File: src/inc/nor_sync_pkg.sv
// Constants, types and helper arithmetic for the synchronous burst NOR
// strobe timing generator. Assumes one functional clock for all logic.
// Contract
// Single read: select low (select_read_off minus select_on) times scale.
// Burst read adds (n-1) burst_access_ticks to select low time, scaled.
// Burst write: select low (write_off minus on plus burst part) scaled.
// Output clock starts clock_start_tick plain cycles after address valid.
// Byte enables low for cycle ticks plus burst part, scaled.
// Latch and byte enables released cycle minus access after reference.
// Select and read strobe released off minus access after reference.
// Divider 0: select assert delayed only by optional half cycle.
// Divider 1: one extra cycle unless parities of ticks match.
// Divider 2: select assert offset by difference modulo 3.
// Divider 3: select assert offset by difference modulo 4.
// Latch assert aligned the same way using latch_on_tick.
// Read latch release aligned using latch_read_off_tick.
// Write latch release aligned using latch_write_off_tick.
// Read strobe assert aligned using read_strobe_on_tick.
// Read strobe release aligned using read_strobe_off_tick.
// Write strobe assert aligned using write_strobe_on_tick.
// Write strobe release aligned using write_strobe_off_tick.
// Write data changes one functional clock after output clock rise.
// Output clock divider is chosen per chip select.
// Output clock is functional clock divided by divider plus one.
package nor_sync_pkg;

    localparam int TICK_W  = 5;
    localparam int SCALE_W = 2;
    localparam int DIV_W   = 2;
    localparam int BURST_W = 4;
    localparam int CS_W    = 3;
    localparam int NUM_CS  = 8;
    localparam int BEN_W   = 2;
    localparam int DATA_W  = 16;
    localparam int CYC_W   = 12;

    // Multiple of 2, 3 and 4 above the largest tick, keeps residues positive.
    localparam logic [7:0]        MOD_BIAS    = 8'h60;
    localparam logic [7:0]        MOD3        = 8'h03;
    localparam logic              STROBE_IDLE = 1'b1;
    localparam logic [DATA_W-1:0] DATA_RST    = 16'h0000;
    localparam logic [CYC_W-1:0]  CYC_ONE     = 12'h001;

    typedef enum logic [2:0] {
        ST_IDLE = 3'b001,
        ST_RUN  = 3'b010,
        ST_DONE = 3'b100
    } seq_state_e;

    // Tick count times (tick_scale + 1), in functional clock cycles.
    function automatic logic [CYC_W-1:0] scaled(
        input logic [CYC_W-1:0]   t,
        input logic [SCALE_W-1:0] s);
        logic [CYC_W-1:0] f;
        f = CYC_W'(s) + CYC_W'(1);
        scaled = CYC_W'(t * f);
    endfunction : scaled

    // Whole cycles needed to land an edge on the divided output clock.
    function automatic logic [CYC_W-1:0] residue(
        input logic [TICK_W-1:0] t,
        input logic [TICK_W-1:0] c,
        input logic [DIV_W-1:0]  div);
        logic [7:0] d;
        d = 8'(t) + MOD_BIAS - 8'(c);
        case (div)
            2'h0:    residue = '0;
            2'h1:    residue = CYC_W'(d[0]);
            2'h2:    residue = CYC_W'(d % MOD3);
            default: residue = CYC_W'(d[1:0]);
        endcase
    endfunction : residue

endpackage : nor_sync_pkg

File: src/hdl/nor_sync_strobe.sv
// Strobe timing generator for synchronous burst NOR accesses.
// Assumes requests and configuration come from logic on mclk and that the
// timing fields stay steady while busy is high.
`timescale 1ns/1ps
module nor_sync_strobe #(
    parameter int NCS = nor_sync_pkg::NUM_CS
) (
    // Clock and reset
    input  wire logic                              mclk,
    input  wire logic                              rst_n,
    // Access request
    input  wire logic                              req_start,
    input  wire logic                              req_write,
    input  wire logic [nor_sync_pkg::BURST_W-1:0]  req_extra_beats,
    input  wire logic [nor_sync_pkg::CS_W-1:0]     req_select,
    input  wire logic [nor_sync_pkg::DATA_W-1:0]   wr_data,
    // Timing configuration
    input  wire logic [nor_sync_pkg::TICK_W-1:0]   select_on_tick,
    input  wire logic [nor_sync_pkg::TICK_W-1:0]   select_read_off_tick,
    input  wire logic [nor_sync_pkg::TICK_W-1:0]   select_write_off_tick,
    input  wire logic [nor_sync_pkg::TICK_W-1:0]   latch_on_tick,
    input  wire logic [nor_sync_pkg::TICK_W-1:0]   latch_read_off_tick,
    input  wire logic [nor_sync_pkg::TICK_W-1:0]   latch_write_off_tick,
    input  wire logic [nor_sync_pkg::TICK_W-1:0]   read_strobe_on_tick,
    input  wire logic [nor_sync_pkg::TICK_W-1:0]   read_strobe_off_tick,
    input  wire logic [nor_sync_pkg::TICK_W-1:0]   write_strobe_on_tick,
    input  wire logic [nor_sync_pkg::TICK_W-1:0]   write_strobe_off_tick,
    input  wire logic [nor_sync_pkg::TICK_W-1:0]   read_cycle_ticks,
    input  wire logic [nor_sync_pkg::TICK_W-1:0]   write_cycle_ticks,
    input  wire logic [nor_sync_pkg::TICK_W-1:0]   access_ticks,
    input  wire logic [nor_sync_pkg::TICK_W-1:0]   burst_access_ticks,
    input  wire logic [nor_sync_pkg::TICK_W-1:0]   clock_start_tick,
    input  wire logic [nor_sync_pkg::SCALE_W-1:0]  tick_scale,
    input  wire logic                              select_half_delay,
    input  wire logic                              latch_half_delay,
    input  wire logic                              read_strobe_half_delay,
    input  wire logic                              write_strobe_half_delay,
    input  wire logic [NCS*nor_sync_pkg::DIV_W-1:0] out_clock_divider,
    // Status
    output logic                                   busy,
    output logic                                   done,
    output logic                                   wr_data_take,
    output logic                                   rd_sample,
    // Memory pins
    output logic                                   mem_clk,
    output logic [NCS-1:0]                         mem_cs_n,
    output logic                                   mem_adv_n,
    output logic                                   mem_oe_n,
    output logic                                   mem_we_n,
    output logic [nor_sync_pkg::BEN_W-1:0]         mem_ben_n,
    output logic [nor_sync_pkg::DATA_W-1:0]        mem_wdata
);
    import nor_sync_pkg::*;

    // Sequencer state.
    seq_state_e         state_reg, state_next;
    logic [CYC_W-1:0]   cyc_reg, cyc_next;
    logic               wr_reg, wr_next;
    logic [BURST_W-1:0] beats_reg, beats_next;
    logic [CS_W-1:0]    sel_reg, sel_next;
    logic [DIV_W-1:0]   div_reg, div_next;
    logic               run_next;

    // Event cycles derived from the configuration.
    logic [CYC_W-1:0] burst_cyc, end_cyc, acc_cyc;
    logic [CYC_W-1:0] cs_on, cs_off, adv_on, adv_off;
    logic [CYC_W-1:0] oe_on, oe_off, we_on, we_off;
    logic [CYC_W-1:0] clk_on;

    // Pin state, registered on the rising edge.
    logic [NCS-1:0]    cs_reg, cs_next;
    logic              adv_reg, adv_next;
    logic              oe_reg, oe_next;
    logic              we_reg, we_next;
    logic [BEN_W-1:0]  ben_reg, ben_next;
    logic [DATA_W-1:0] wdata_reg, wdata_next;
    logic              take_reg, take_next;
    logic              done_reg, done_next;
    logic              samp_reg, samp_next;
    logic [CYC_W-1:0]  samp_at_reg, samp_at_next;
    logic [BURST_W:0]  words_reg, words_next;
    logic [BURST_W:0]  samps_reg, samps_next;

    // Half-cycle delayed copies, registered on the falling edge.
    logic [NCS-1:0] cs_neg_reg;
    logic           adv_neg_reg, oe_neg_reg, we_neg_reg;

    logic clk_rise;

    // Scaled tick plus the residue that lands it on the output clock.
    function automatic logic [CYC_W-1:0] place(
        input logic [TICK_W-1:0] t);
        return scaled(CYC_W'(t), tick_scale)
               + residue(t, clock_start_tick, div_reg);
    endfunction : place

    // Edge placement per strobe; residues land edges on the output clock.
    always_comb begin
        burst_cyc = scaled(CYC_W'(burst_access_ticks), tick_scale)
                    * CYC_W'(beats_reg);
        clk_on    = CYC_W'(clock_start_tick);
        acc_cyc   = scaled(CYC_W'(access_ticks), tick_scale);
        // select assert offset
        cs_on  = place(select_on_tick);
        // select release keeps the exact width
        cs_off = scaled(CYC_W'(wr_reg ? select_write_off_tick
                                      : select_read_off_tick), tick_scale)
                 + burst_cyc
                 + residue(select_on_tick, clock_start_tick, div_reg);
        // latch assert alignment
        adv_on = place(latch_on_tick);
        // latch release alignment
        adv_off = place(wr_reg ? latch_write_off_tick
                               : latch_read_off_tick);
        // read strobe alignment
        oe_on  = place(read_strobe_on_tick);
        oe_off = place(read_strobe_off_tick) + burst_cyc;
        // write strobe alignment
        we_on  = place(write_strobe_on_tick);
        we_off = place(write_strobe_off_tick) + burst_cyc;
        // byte enable window sets the access length
        end_cyc = scaled(CYC_W'(wr_reg ? write_cycle_ticks
                                       : read_cycle_ticks), tick_scale)
                  + burst_cyc;
    end

    // Sequencer: idle, running on the cycle counter, one-cycle done.
    always_comb begin
        state_next = state_reg;
        cyc_next   = cyc_reg;
        wr_next    = wr_reg;
        beats_next = beats_reg;
        sel_next   = sel_reg;
        div_next   = div_reg;
        case (state_reg)
            ST_IDLE: begin
                if (req_start) begin
                    state_next = ST_RUN;
                    cyc_next   = '0;
                    wr_next    = req_write;
                    beats_next = req_extra_beats;
                    sel_next   = req_select;
                    // divider picked by chip select
                    div_next   = out_clock_divider[req_select*DIV_W +: DIV_W];
                end
            end
            ST_RUN: begin
                cyc_next = cyc_reg + CYC_ONE;
                if (cyc_next >= end_cyc) begin
                    state_next = ST_DONE;
                end
            end
            ST_DONE: begin
                state_next = ST_IDLE;
            end
            default: begin
                state_next = ST_IDLE;
            end
        endcase
        // clock starts unscaled after address valid
        run_next = (state_next == ST_RUN) && (cyc_next >= clk_on);
    end

    // Sequencer registers.
    always_ff @(posedge mclk or negedge rst_n) begin
        if (!rst_n) begin
            state_reg <= ST_IDLE;
            cyc_reg   <= '0;
            wr_reg    <= 1'b0;
            beats_reg <= '0;
            sel_reg   <= '0;
            div_reg   <= '0;
        end else begin
            state_reg <= state_next;
            cyc_reg   <= cyc_next;
            wr_reg    <= wr_next;
            beats_reg <= beats_next;
            sel_reg   <= sel_next;
            div_reg   <= div_next;
        end
    end

    // Strobe levels for the coming cycle; active low at the pins.
    // The windows use the previous event set on the first cycle, which
    // is harmless because every window opens no earlier than cycle zero.
    always_comb begin
        logic act;
        act      = (state_next == ST_RUN);
        cs_next  = {NCS{STROBE_IDLE}};
        // select low between its edges
        if (act && cyc_next >= cs_on && cyc_next < cs_off) begin
            cs_next[sel_next] = 1'b0;
        end
        adv_next = !(act && cyc_next >= adv_on && cyc_next < adv_off);
        oe_next  = !(act && !wr_next && cyc_next >= oe_on
                     && cyc_next < oe_off);
        we_next  = !(act && wr_next && cyc_next >= we_on
                     && cyc_next < we_off);
        // byte enables low from address valid to cycle end
        ben_next = (act && cyc_next < end_cyc) ? '0 : {BEN_W{STROBE_IDLE}};
        done_next = (state_next == ST_DONE);
    end

    // Write data and read sample points.
    always_comb begin
        wdata_next   = wdata_reg;
        take_next    = 1'b0;
        words_next   = words_reg;
        samp_next    = 1'b0;
        samp_at_next = samp_at_reg;
        samps_next   = samps_reg;
        if (state_reg == ST_IDLE) begin
            words_next   = '0;
            samps_next   = '0;
            samp_at_next = '0;
        end else if (state_reg == ST_RUN) begin
            // data moves one cycle after the clock rise
            if (wr_reg && clk_rise && words_reg <= (BURST_W+1)'(beats_reg))
            begin
                wdata_next = wr_data;
                take_next  = 1'b1;
                words_next = words_reg + 1'b1;
            end
            // reference edge at the access point of each beat
            if (!wr_reg && samps_reg <= (BURST_W+1)'(beats_reg)
                && cyc_reg == acc_cyc + samp_at_reg) begin
                samp_next    = 1'b1;
                samps_next   = samps_reg + 1'b1;
                samp_at_next = samp_at_reg
                               + scaled(CYC_W'(burst_access_ticks),
                                        tick_scale);
            end
        end
    end

    // Pin, data and status registers on the rising edge.
    always_ff @(posedge mclk or negedge rst_n) begin
        if (!rst_n) begin
            cs_reg      <= {NCS{STROBE_IDLE}};
            adv_reg     <= STROBE_IDLE;
            oe_reg      <= STROBE_IDLE;
            we_reg      <= STROBE_IDLE;
            ben_reg     <= {BEN_W{STROBE_IDLE}};
            done_reg    <= 1'b0;
            wdata_reg   <= DATA_RST;
            take_reg    <= 1'b0;
            words_reg   <= '0;
            samp_reg    <= 1'b0;
            samp_at_reg <= '0;
            samps_reg   <= '0;
        end else begin
            cs_reg      <= cs_next;
            adv_reg     <= adv_next;
            oe_reg      <= oe_next;
            we_reg      <= we_next;
            ben_reg     <= ben_next;
            done_reg    <= done_next;
            wdata_reg   <= wdata_next;
            take_reg    <= take_next;
            words_reg   <= words_next;
            samp_reg    <= samp_next;
            samp_at_reg <= samp_at_next;
            samps_reg   <= samps_next;
        end
    end

    // half-cycle copies taken on the falling edge
    always_ff @(negedge mclk or negedge rst_n) begin
        if (!rst_n) begin
            cs_neg_reg  <= {NCS{STROBE_IDLE}};
            adv_neg_reg <= STROBE_IDLE;
            oe_neg_reg  <= STROBE_IDLE;
            we_neg_reg  <= STROBE_IDLE;
        end else begin
            cs_neg_reg  <= cs_reg;
            adv_neg_reg <= adv_reg;
            oe_neg_reg  <= oe_reg;
            we_neg_reg  <= we_reg;
        end
    end

    // Output clock generator; runs only inside an access.
    out_clock_gen u_clk (
        .mclk    (mclk),
        .rst_n   (rst_n),
        .run     (run_next),
        .div     (div_next),
        .mem_clk (mem_clk),
        .rise    (clk_rise)
    );

    // The half-cycle selects are static settings, so the select between a
    // rising and a falling flop cannot glitch during an access.
    assign mem_cs_n     = select_half_delay ? cs_neg_reg : cs_reg;
    assign mem_adv_n    = latch_half_delay ? adv_neg_reg : adv_reg;
    assign mem_oe_n     = read_strobe_half_delay ? oe_neg_reg : oe_reg;
    assign mem_we_n     = write_strobe_half_delay ? we_neg_reg : we_reg;
    assign mem_ben_n    = ben_reg;
    assign mem_wdata    = wdata_reg;
    assign wr_data_take = take_reg;
    assign rd_sample    = samp_reg;
    assign done         = done_reg;
    assign busy         = (state_reg == ST_RUN);

endmodule : nor_sync_strobe

File: src/hdl/out_clock_gen.sv
// Divided output memory clock and its rising-edge marker.
// Assumes run is computed on the same functional clock.
`timescale 1ns/1ps
module out_clock_gen (
    // Clock and reset
    input  wire logic                            mclk,
    input  wire logic                            rst_n,
    // Control
    input  wire logic                            run,
    input  wire logic [nor_sync_pkg::DIV_W-1:0]  div,
    // Clock out
    output logic                                 mem_clk,
    output logic                                 rise
);
    import nor_sync_pkg::*;

    logic [DIV_W-1:0] ph_reg, ph_next;
    logic             act_reg, act_next;
    logic             clk_reg, clk_next;
    logic             rise_reg, rise_next;
    logic             gate_neg_reg;
    logic [DIV_W:0]   half;

    // divide by div plus one
    always_comb begin
        half      = (DIV_W+1)'(div) + (DIV_W+1)'(2);
        half      = half >> 1;
        ph_next   = '0;
        act_next  = run;
        clk_next  = 1'b0;
        rise_next = 1'b0;
        if (run && act_reg) begin
            ph_next = (ph_reg == div) ? '0 : ph_reg + 1'b1;
        end
        if (run) begin
            clk_next  = ((DIV_W+1)'(ph_next) < half);
            rise_next = (ph_next == '0);
        end
    end

    // Phase and clock flops.
    always_ff @(posedge mclk or negedge rst_n) begin
        if (!rst_n) begin
            ph_reg   <= '0;
            act_reg  <= 1'b0;
            clk_reg  <= 1'b0;
            rise_reg <= 1'b0;
        end else begin
            ph_reg   <= ph_next;
            act_reg  <= act_next;
            clk_reg  <= clk_next;
            rise_reg <= rise_next;
        end
    end

    // Gate loads the coming cycle's run on the low phase, so the first
    // high phase lines up with the flop-made ratios and cannot glitch.
    always_ff @(negedge mclk or negedge rst_n) begin
        if (!rst_n) begin
            gate_neg_reg <= 1'b0;
        end else begin
            gate_neg_reg <= act_next;
        end
    end

    // Ratio one cannot come from a flop, so the gated clock is passed out.
    assign mem_clk = (div == '0) ? (mclk & gate_neg_reg) : clk_reg;
    assign rise    = rise_reg;

endmodule : out_clock_gen

File: config.mk
export PLATFORM = sky130hd
export DESIGN_NAME = nor_sync_strobe
export DESIGN_NICKNAME = d
export VERILOG_FILES = /design/src/inc/nor_sync_pkg.sv /design/src/hdl/nor_sync_strobe.sv /design/src/hdl/out_clock_gen.sv
export SDC_FILE = /design/constraint.sdc
export NUM_CORES = 1
export LEC_CHECK = 0
export BUFFER_PORTS_ARGS = -buffer_cell sky130_fd_sc_hd__buf_4
export CAP_MARGIN = 20
export CORE_MARGIN = 2
export CORE_UTILIZATION = 50
export CTS_CLUSTER_SIZE = 8
export DETAILED_ROUTE_END_ITERATION = 8
export PLACE_DENSITY = 0.71
export REMOVE_ABC_BUFFERS = 1
export SYNTH_ARGS = -nofsm -noshare
export SYNTH_HDL_FRONTEND = slang
export SYNTH_SLANG_ARGS = --single-unit
export TNS_END_PERCENT = 10
File: constraint.sdc
create_clock -name mclk -period 21.3 [get_ports mclk]
set_clock_uncertainty 0.2 [all_clocks]
set_input_delay 4.26 -clock mclk [delete_from_list [all_inputs] [get_ports mclk]]
set_output_delay 4.26 -clock mclk [all_outputs]
set_load 0.01 [all_outputs]
==> results of run 1 <==
-- per-stage QoR --
step           setup TNS, ns  area (um^2)  instances  total power [mW]
2_1_floorplan         -0.893        20800       2476              2.23
3_3_place_gp          -0.351        23200       3241              2.91
3_5_place_dp          -0.451        23200       3241              3.01
4_1_cts                    0        23600       3270              3.23
5_1_grt              -0.0203        23600       3274              3.66
6_report                   0        23600       3274              3.26
-- tightest hold or removal path, delay by kind of cell (launching register included) --
| family | cells | cell delay, ns |
|---|---|---|
| simple gates | 2 | 0.10 |
| flops | 1 | 0.34 |
-- synth_stat cells (8+ instances only) --
master / count
a21o_1: 73
o21a_1: 18
and2_1: 63
clkbuf_1: 65
nand2_1: 241
nor3_1: 43
a21boi_0: 13
o31a_1: 8
dfstp_2: 24
a211o_1: 18
o22ai_1: 8
ha_1: 344
nor3b_1: 12
mux2_2: 27
nor2b_1: 52
inv_1: 278
dfrtp_1: 70
or2_2: 14
nor4_1: 20
nand4_1: 20
o21ai_0: 115
a211oi_1: 18
nand2b_1: 62
fa_1: 135
o31ai_1: 23
xor2_1: 50
o211ai_1: 16
mux2i_1: 18
and3_1: 12
nand3b_1: 10
nand3_1: 63
or4_1: 8
or3_1: 18
a31o_2: 14
a21oi_1: 130
xnor2_1: 87
o21bai_1: 29
nor2_1: 133
a31oi_1: 25
-- report_power, final --
part | switching (mW) | internal [mW] | leakage [nW]
logic | 1.59 | 1.23 | 10.6
registers | 0.0392 | 0.214 | 1.14
clock network | 0.0809 | 0.114 | 0.249
total | 1.71 | 1.56 | 12.0
-- how the worst max path moves through the flow --
stage	to	slack (ns)	depth (start not counted)
3_3_place_gp	u_clk.gate_neg_reg$_DFF_NN0_	-0.35	27
4_1_cts	u_clk.gate_neg_reg$_DFF_NN0_	0.009	27
5_1_grt	u_clk.gate_neg_reg$_DFF_NN0_	-0.02	28
6_report	u_clk.gate_neg_reg$_DFF_NN0_	0.25	27
3_5_place_dp	u_clk.gate_neg_reg$_DFF_NN0_	-0.45	27
2_1_floorplan	u_clk.gate_neg_reg$_DFF_NN0_	-0.89	25
-- cells by family (layout without fill, tap and decap cells) --
group	Yosys count	in the layout	synth area share, %
compound gates	622	622	20.5
xor+xnor	137	137	5.68
fa+ha+maj	479	479	33.2
buf+inv	361	541	6.51
flops	95	95	11.4
mux	52	52	3.04
simple gates	809	809	19.7
-- cell usage in the layout, fill, tap and decap left out, drive strengths merged, types with 9 or more instances in the layout --
| master | netlist | layout |
|---|---|---|
| a21o | 73 | 73 |
| o211ai | 16 | 16 |
| nand4 | 20 | 20 |
| nand3 | 63 | 63 |
| o21ai | 120 | 120 |
| a211oi | 19 | 19 |
| nand2 | 241 | 241 |
| nor2 | 133 | 133 |
| a31o | 15 | 15 |
| fa | 135 | 135 |
| a31oi | 26 | 26 |
| nor4 | 21 | 21 |
| ha | 344 | 344 |
| o31ai | 26 | 26 |
| or2 | 18 | 18 |
| nor3b | 12 | 12 |
| nor2b | 53 | 53 |
| and2 | 64 | 64 |
| mux2i | 18 | 18 |
| buf | 14 | 229 |
| a2111oi | 9 | 9 |
| nand3b | 10 | 10 |
| o21bai | 29 | 29 |
| dfstp | 24 | 24 |
| and3 | 12 | 12 |
| dfrtp | 70 | 70 |
| nor3 | 45 | 45 |
| a21boi | 14 | 14 |
| inv | 280 | 293 |
| clkbuf | 65 | 15 |
| or4 | 9 | 9 |
| a21oi | 135 | 135 |
| o21a | 18 | 18 |
| xor2 | 50 | 50 |
| a211o | 19 | 19 |
| mux2 | 27 | 27 |
| xnor2 | 87 | 87 |
| nand2b | 62 | 62 |
| or3 | 20 | 20 |
-- cell type report --
class | count | area [um^2]
fillers | 3809 | 18200
flip-flops and latches | 95 | 2410
repair buffers | 229 | 1720
multi-input cells | 2099 | 17400
well taps | 539 | 674
inverters | 281 | 1050
clock buffers | 15 | 337
clock inverters | 16 | 76.3
-- layer usage --
metal | part of all wire, % | vias to the layer above | GRT usage (%)
met3 | 4.6 | 125 | 2.30
met2 | 49 | 541 | 47.0
met1 | 43 | 9300 | 33.8
li1 | - | 9381 | -
met5 | 0 | - | 0
met4 | 4.2 | 0 | 11.4
-- repair_timing --
| item | in CTS | in global routing |
|---|---|---|
| setup endpoints to repair | 0 | 1 |
| gates resized for setup | 0 | 10 |
| hold buffers | 0 | 0 |
| setup buffers | 0 | 3 |
==> results.cfg, run 1 <==
[routing]
routed_via_density = 5.91
routed_wl_mm = 58.7
dr.pass1.iters = 5
route.detailed.drc = 0
post_drt_wl_per_cell_um = 17.9
initialDrtViolationCount = 1139
final_antenna_net_count = 0
vias = 19300

[timing]
slew-limit-headroom_pct = 42.5
setup_viol = 0
whs_ns = 0.277
tightest_slew_ns = 0.860
setup_ws_ns = 0.250
slew_viol_final = 0
hold_violations = 0

[global_routing]
grt_max_degree = 57
grt_pass1_vias = 19300
grt_usage_pct = 26.8
grt_overflow_total = 0
grt_first_pass_wirelength_mm = 95.4
antenna_found_initial = 0

[die]
ios = 158
fp-row-count = 75
die_w_um = 209
die_area_um2 = 43900
core_area_um2 = 41900
die_y_um = 209
start_util_pct = 50.4

[synthesis]
synth.area.top_cells = ha_1 20%, fa_1 13%, dfrtp_1 8.3%
syn_avg_cell_area_um2 = 8.26
postSynth.asyncResetShare_pct = 100
synthFlopType = dfrtp_1
synth_largest_area_cell = ha_1
ys_ff_latch = 95
synth_top_area_share_pct = 20.4
synth_cell_type_count = 106
ys_seq_area_share_pct = 11.4
synth_area_um2 = 21100
synth_edf_count = 0
synthCells = 2555
ys_warn_count = 0

[hold_path]
holdPathEnd = mem_wdata[3]$_DFFE_PN0P_
min_path_type = reg2reg
hp-start = mem_wdata[3]$_DFFE_PN0P_
whs_path_depth = 2

[final_layout]
areaGrowthSynthToFinish_pct = 12.0
antenna_cells = 0
largest_register_ffs = 16
drive_above_1_share_pct = 14.1
nets = 3333
utilization_pct = 56.5

[setup_path]
worstSetupStartpointType = input pin
crit_path_top_delay_cell = fa_1
cpPeakStageDelay_ns = 0.52
cp-end-kind = flip-flop
r2r_slack_ns = 5.10
cpMostUsedCell = fa_1
worst-path-buf-inv = 3
cp_data_required_time_ns = 10.73
arrival_ns = 10.48
r2r_start = beats_reg[3]$_DFFE_PN0P_
cp-startpoint = tick_scale[1]
r2r_cells = 22
path_class = in2reg
critPathTopFamily = adder cells
r2r-end = u_clk.gate_neg_reg$_DFF_NN0_
cp_max_fo = 4

[clock_network]
clk_latency_ns = 0.46
cts_tree = done
clk_pin_slew_worst_paths_ns = 0.07

[power]
ir_drop_v = 0.000111
powerDensity_nw_per_um2 = 138
p_leak_nw = 12.0

[run]
maxCapViolCount = 0

[placement]
dp_slack_ns = -0.451
dp_hpwl_mm = 46.7
portBuffers = 157
gp_congestion = 0.908

[run_status]
status = finished, final reports clean
(Power assumes the default switching activity.)
==> inputs of run 2 (changes only) <==
==> constraint.sdc (replaced) <==
create_clock -name mclk -period 21.3 [get_ports mclk]
set_clock_uncertainty 0.2 [all_clocks]
set_input_delay 2.13 -clock mclk [delete_from_list [all_inputs] [get_ports mclk]]
set_output_delay 2.13 -clock mclk [all_outputs]
set_load 0.01 [all_outputs]
==> results.cfg, run 2 (synthesized netlist as in run 1, its figures left out) <==
[routing]
final_antenna_net_count = 0
route.detailed.drc = 0
dr.pass1.iters = 5
post_drt_wl_per_cell_um = 18.5
initialDrtViolationCount = 1291
vias = 19300
routed_via_density = 5.97
routed_wl_mm = 59.7

[placement]
gp_congestion = 0.925
portBuffers = 157
dp_hpwl_mm = 47.5

[clock_network]
cts.repair.resized = 0
cts_tree = done
postCtsSetupBuffers = 0
clk_pin_slew_worst_paths_ns = 0.07
clk_latency_ns = 0.47
hold_buffers = 0

[power]
p_comb_share_pct = 85.7
p_int_mw = 1.44
pwr-share-seq_pct = 8.1
power.switching_mw = 1.67
swShare_pct = 53.7
total_power_mw = 3.12
powerDensity_nw_per_um2 = 134
clockPowerShare_pct = 6.2
p_leak_nw = 11.7
ir_drop_v = 0.0000957

[setup_path]
cp_max_fo = 21
r2r_slack_ns = 4.22
worstSetupStartpointType = input pin
cpPeakStageDelay_ns = 0.73
cpMostUsedCell = fa_1
critPathTopFamily = adder cells
worst-path-buf-inv = 5
cp_data_required_time_ns = 10.91
cp-end-kind = flip-flop
crit_path_top_delay_cell = xor2_1
r2r-end = u_clk.gate_neg_reg$_DFF_NN0_
r2r_start = beats_reg[3]$_DFFE_PN0P_
arrival_ns = 9.89
r2r_cells = 22
path_class = in2reg

[final_layout]
largest_register_ffs = 16
areaGrowthSynthToFinish_pct = 10.2
fillers = 3833
layout_commonest_cell = ha_1
final_cell_mix = 343 x ha_1, 288 x inv_1, 241 x nand2_1
drive_above_1_share_pct = 12.3
nets = 3287

[timing]
tightest_slew_ns = 1.15
hold_violations = 0
setup_viol = 0
slew-limit-headroom_pct = 22.9
tns_ns = 0
rsz0062_at_grt = false
slew_viol_final = 0

[hold_path]
min_path_type = reg2reg
hp-start = mem_wdata[10]$_DFFE_PN0P_
whs_path_depth = 2
holdPathEnd = mem_wdata[10]$_DFFE_PN0P_

[run]
maxCapViolCount = 0

[global_routing]
grt_first_pass_wirelength_mm = 96.3
antenna_found_initial = 0
grt_usage_pct = 27.2
grt_max_degree = 52
grt_pass1_vias = 19000
grt_overflow_total = 0

[die]
ios = 158
die_w_um = 209
start_util_pct = 50.4
core_area_um2 = 41900
die_area_um2 = 43900
die_y_um = 209
fp-row-count = 75

[run_status]
status = finished, final reports clean
[run 2: cell types whose count changed in the layout (fill, tap and decap cells not counted), sizes merged]
cell / change
clkinv: +2
diode: +2
buf: -45
clkbuf: -2
inv: -1
[run 2: cell type report]
cell class	instances	area [um^2]	area share (%)
multi-input combinational	2099	17300	74.6
sequential	95	2410	10.3
timing repair buffer	183	1370	5.90
inverter	281	1050	4.53
tap	539	674	2.90
clock buffer	14	312	1.34
clock inverter	17	91.3	0.393
antenna	2	5.00	0.0215
[run 2: power groups by stage]
stage	Sequential, mW	Clock, mW	Combinational [mW]
2_1_floorplan	0.253	0.00368	1.98
3_3_place_gp	0.255	0.00389	2.53
3_5_place_dp	0.256	0.00389	2.63
4_1_cts	0.253	0.196	2.65
5_1_grt	0.257	0.206	3.04
6_report	0.253	0.192	2.67
[run 2: worst max-delay path by stage]
stage | from | to | slack, ns | depth (start not counted)
after global placement | tick_scale[0] | u_clk.gate_neg_reg$_DFF_NN0_ | 0.72 | 28
after floorplan | tick_scale[0] | u_clk.gate_neg_reg$_DFF_NN0_ | 1.24 | 25
after CTS | tick_scale[0] | u_clk.gate_neg_reg$_DFF_NN0_ | 1.05 | 28
after detailed placement | tick_scale[0] | u_clk.gate_neg_reg$_DFF_NN0_ | 0.58 | 28
final | tick_scale[0] | u_clk.gate_neg_reg$_DFF_NN0_ | 1.02 | 28
after global routing | tick_scale[0] | u_clk.gate_neg_reg$_DFF_NN0_ | 0.65 | 28
[run 2: tightest hold or removal path, cell delays in order, from the launching register on]
cell	delay (ns)
dfrtp_1	0.34
nand2_1	0.05
nand2_1	0.06
[run 2: metal layers]
layer / vias to the layer above / global-route usage [%] / wire length [um]
li1: 9305 / - / -
met1: 9245 / 34.9 / 25900
met2: 590 / 47.0 / 28300
met3: 144 / 2.78 / 2860
met4: 0 / 11.1 / 2550
met5: - / 0 / 0
[run 2: stage by stage]
| step | util, % | instances | setup WS (ns) | hold slack, ns | cell area [um^2] |
|---|---|---|---|---|---|
| after floorplan | - | 2476 | 1.24 | 0.264 | 20800 |
| after global placement | 54.6 | 3199 | 0.721 | 0.259 | 22900 |
| after detailed placement | 54.6 | 3199 | 0.580 | 0.265 | 22900 |
| after CTS | 55.6 | 3228 | 1.05 | 0.281 | 23300 |
| after global routing | 55.6 | 3228 | 0.648 | 0.312 | 23300 |
| final | 55.6 | 3230 | 1.02 | 0.277 | 23300 |
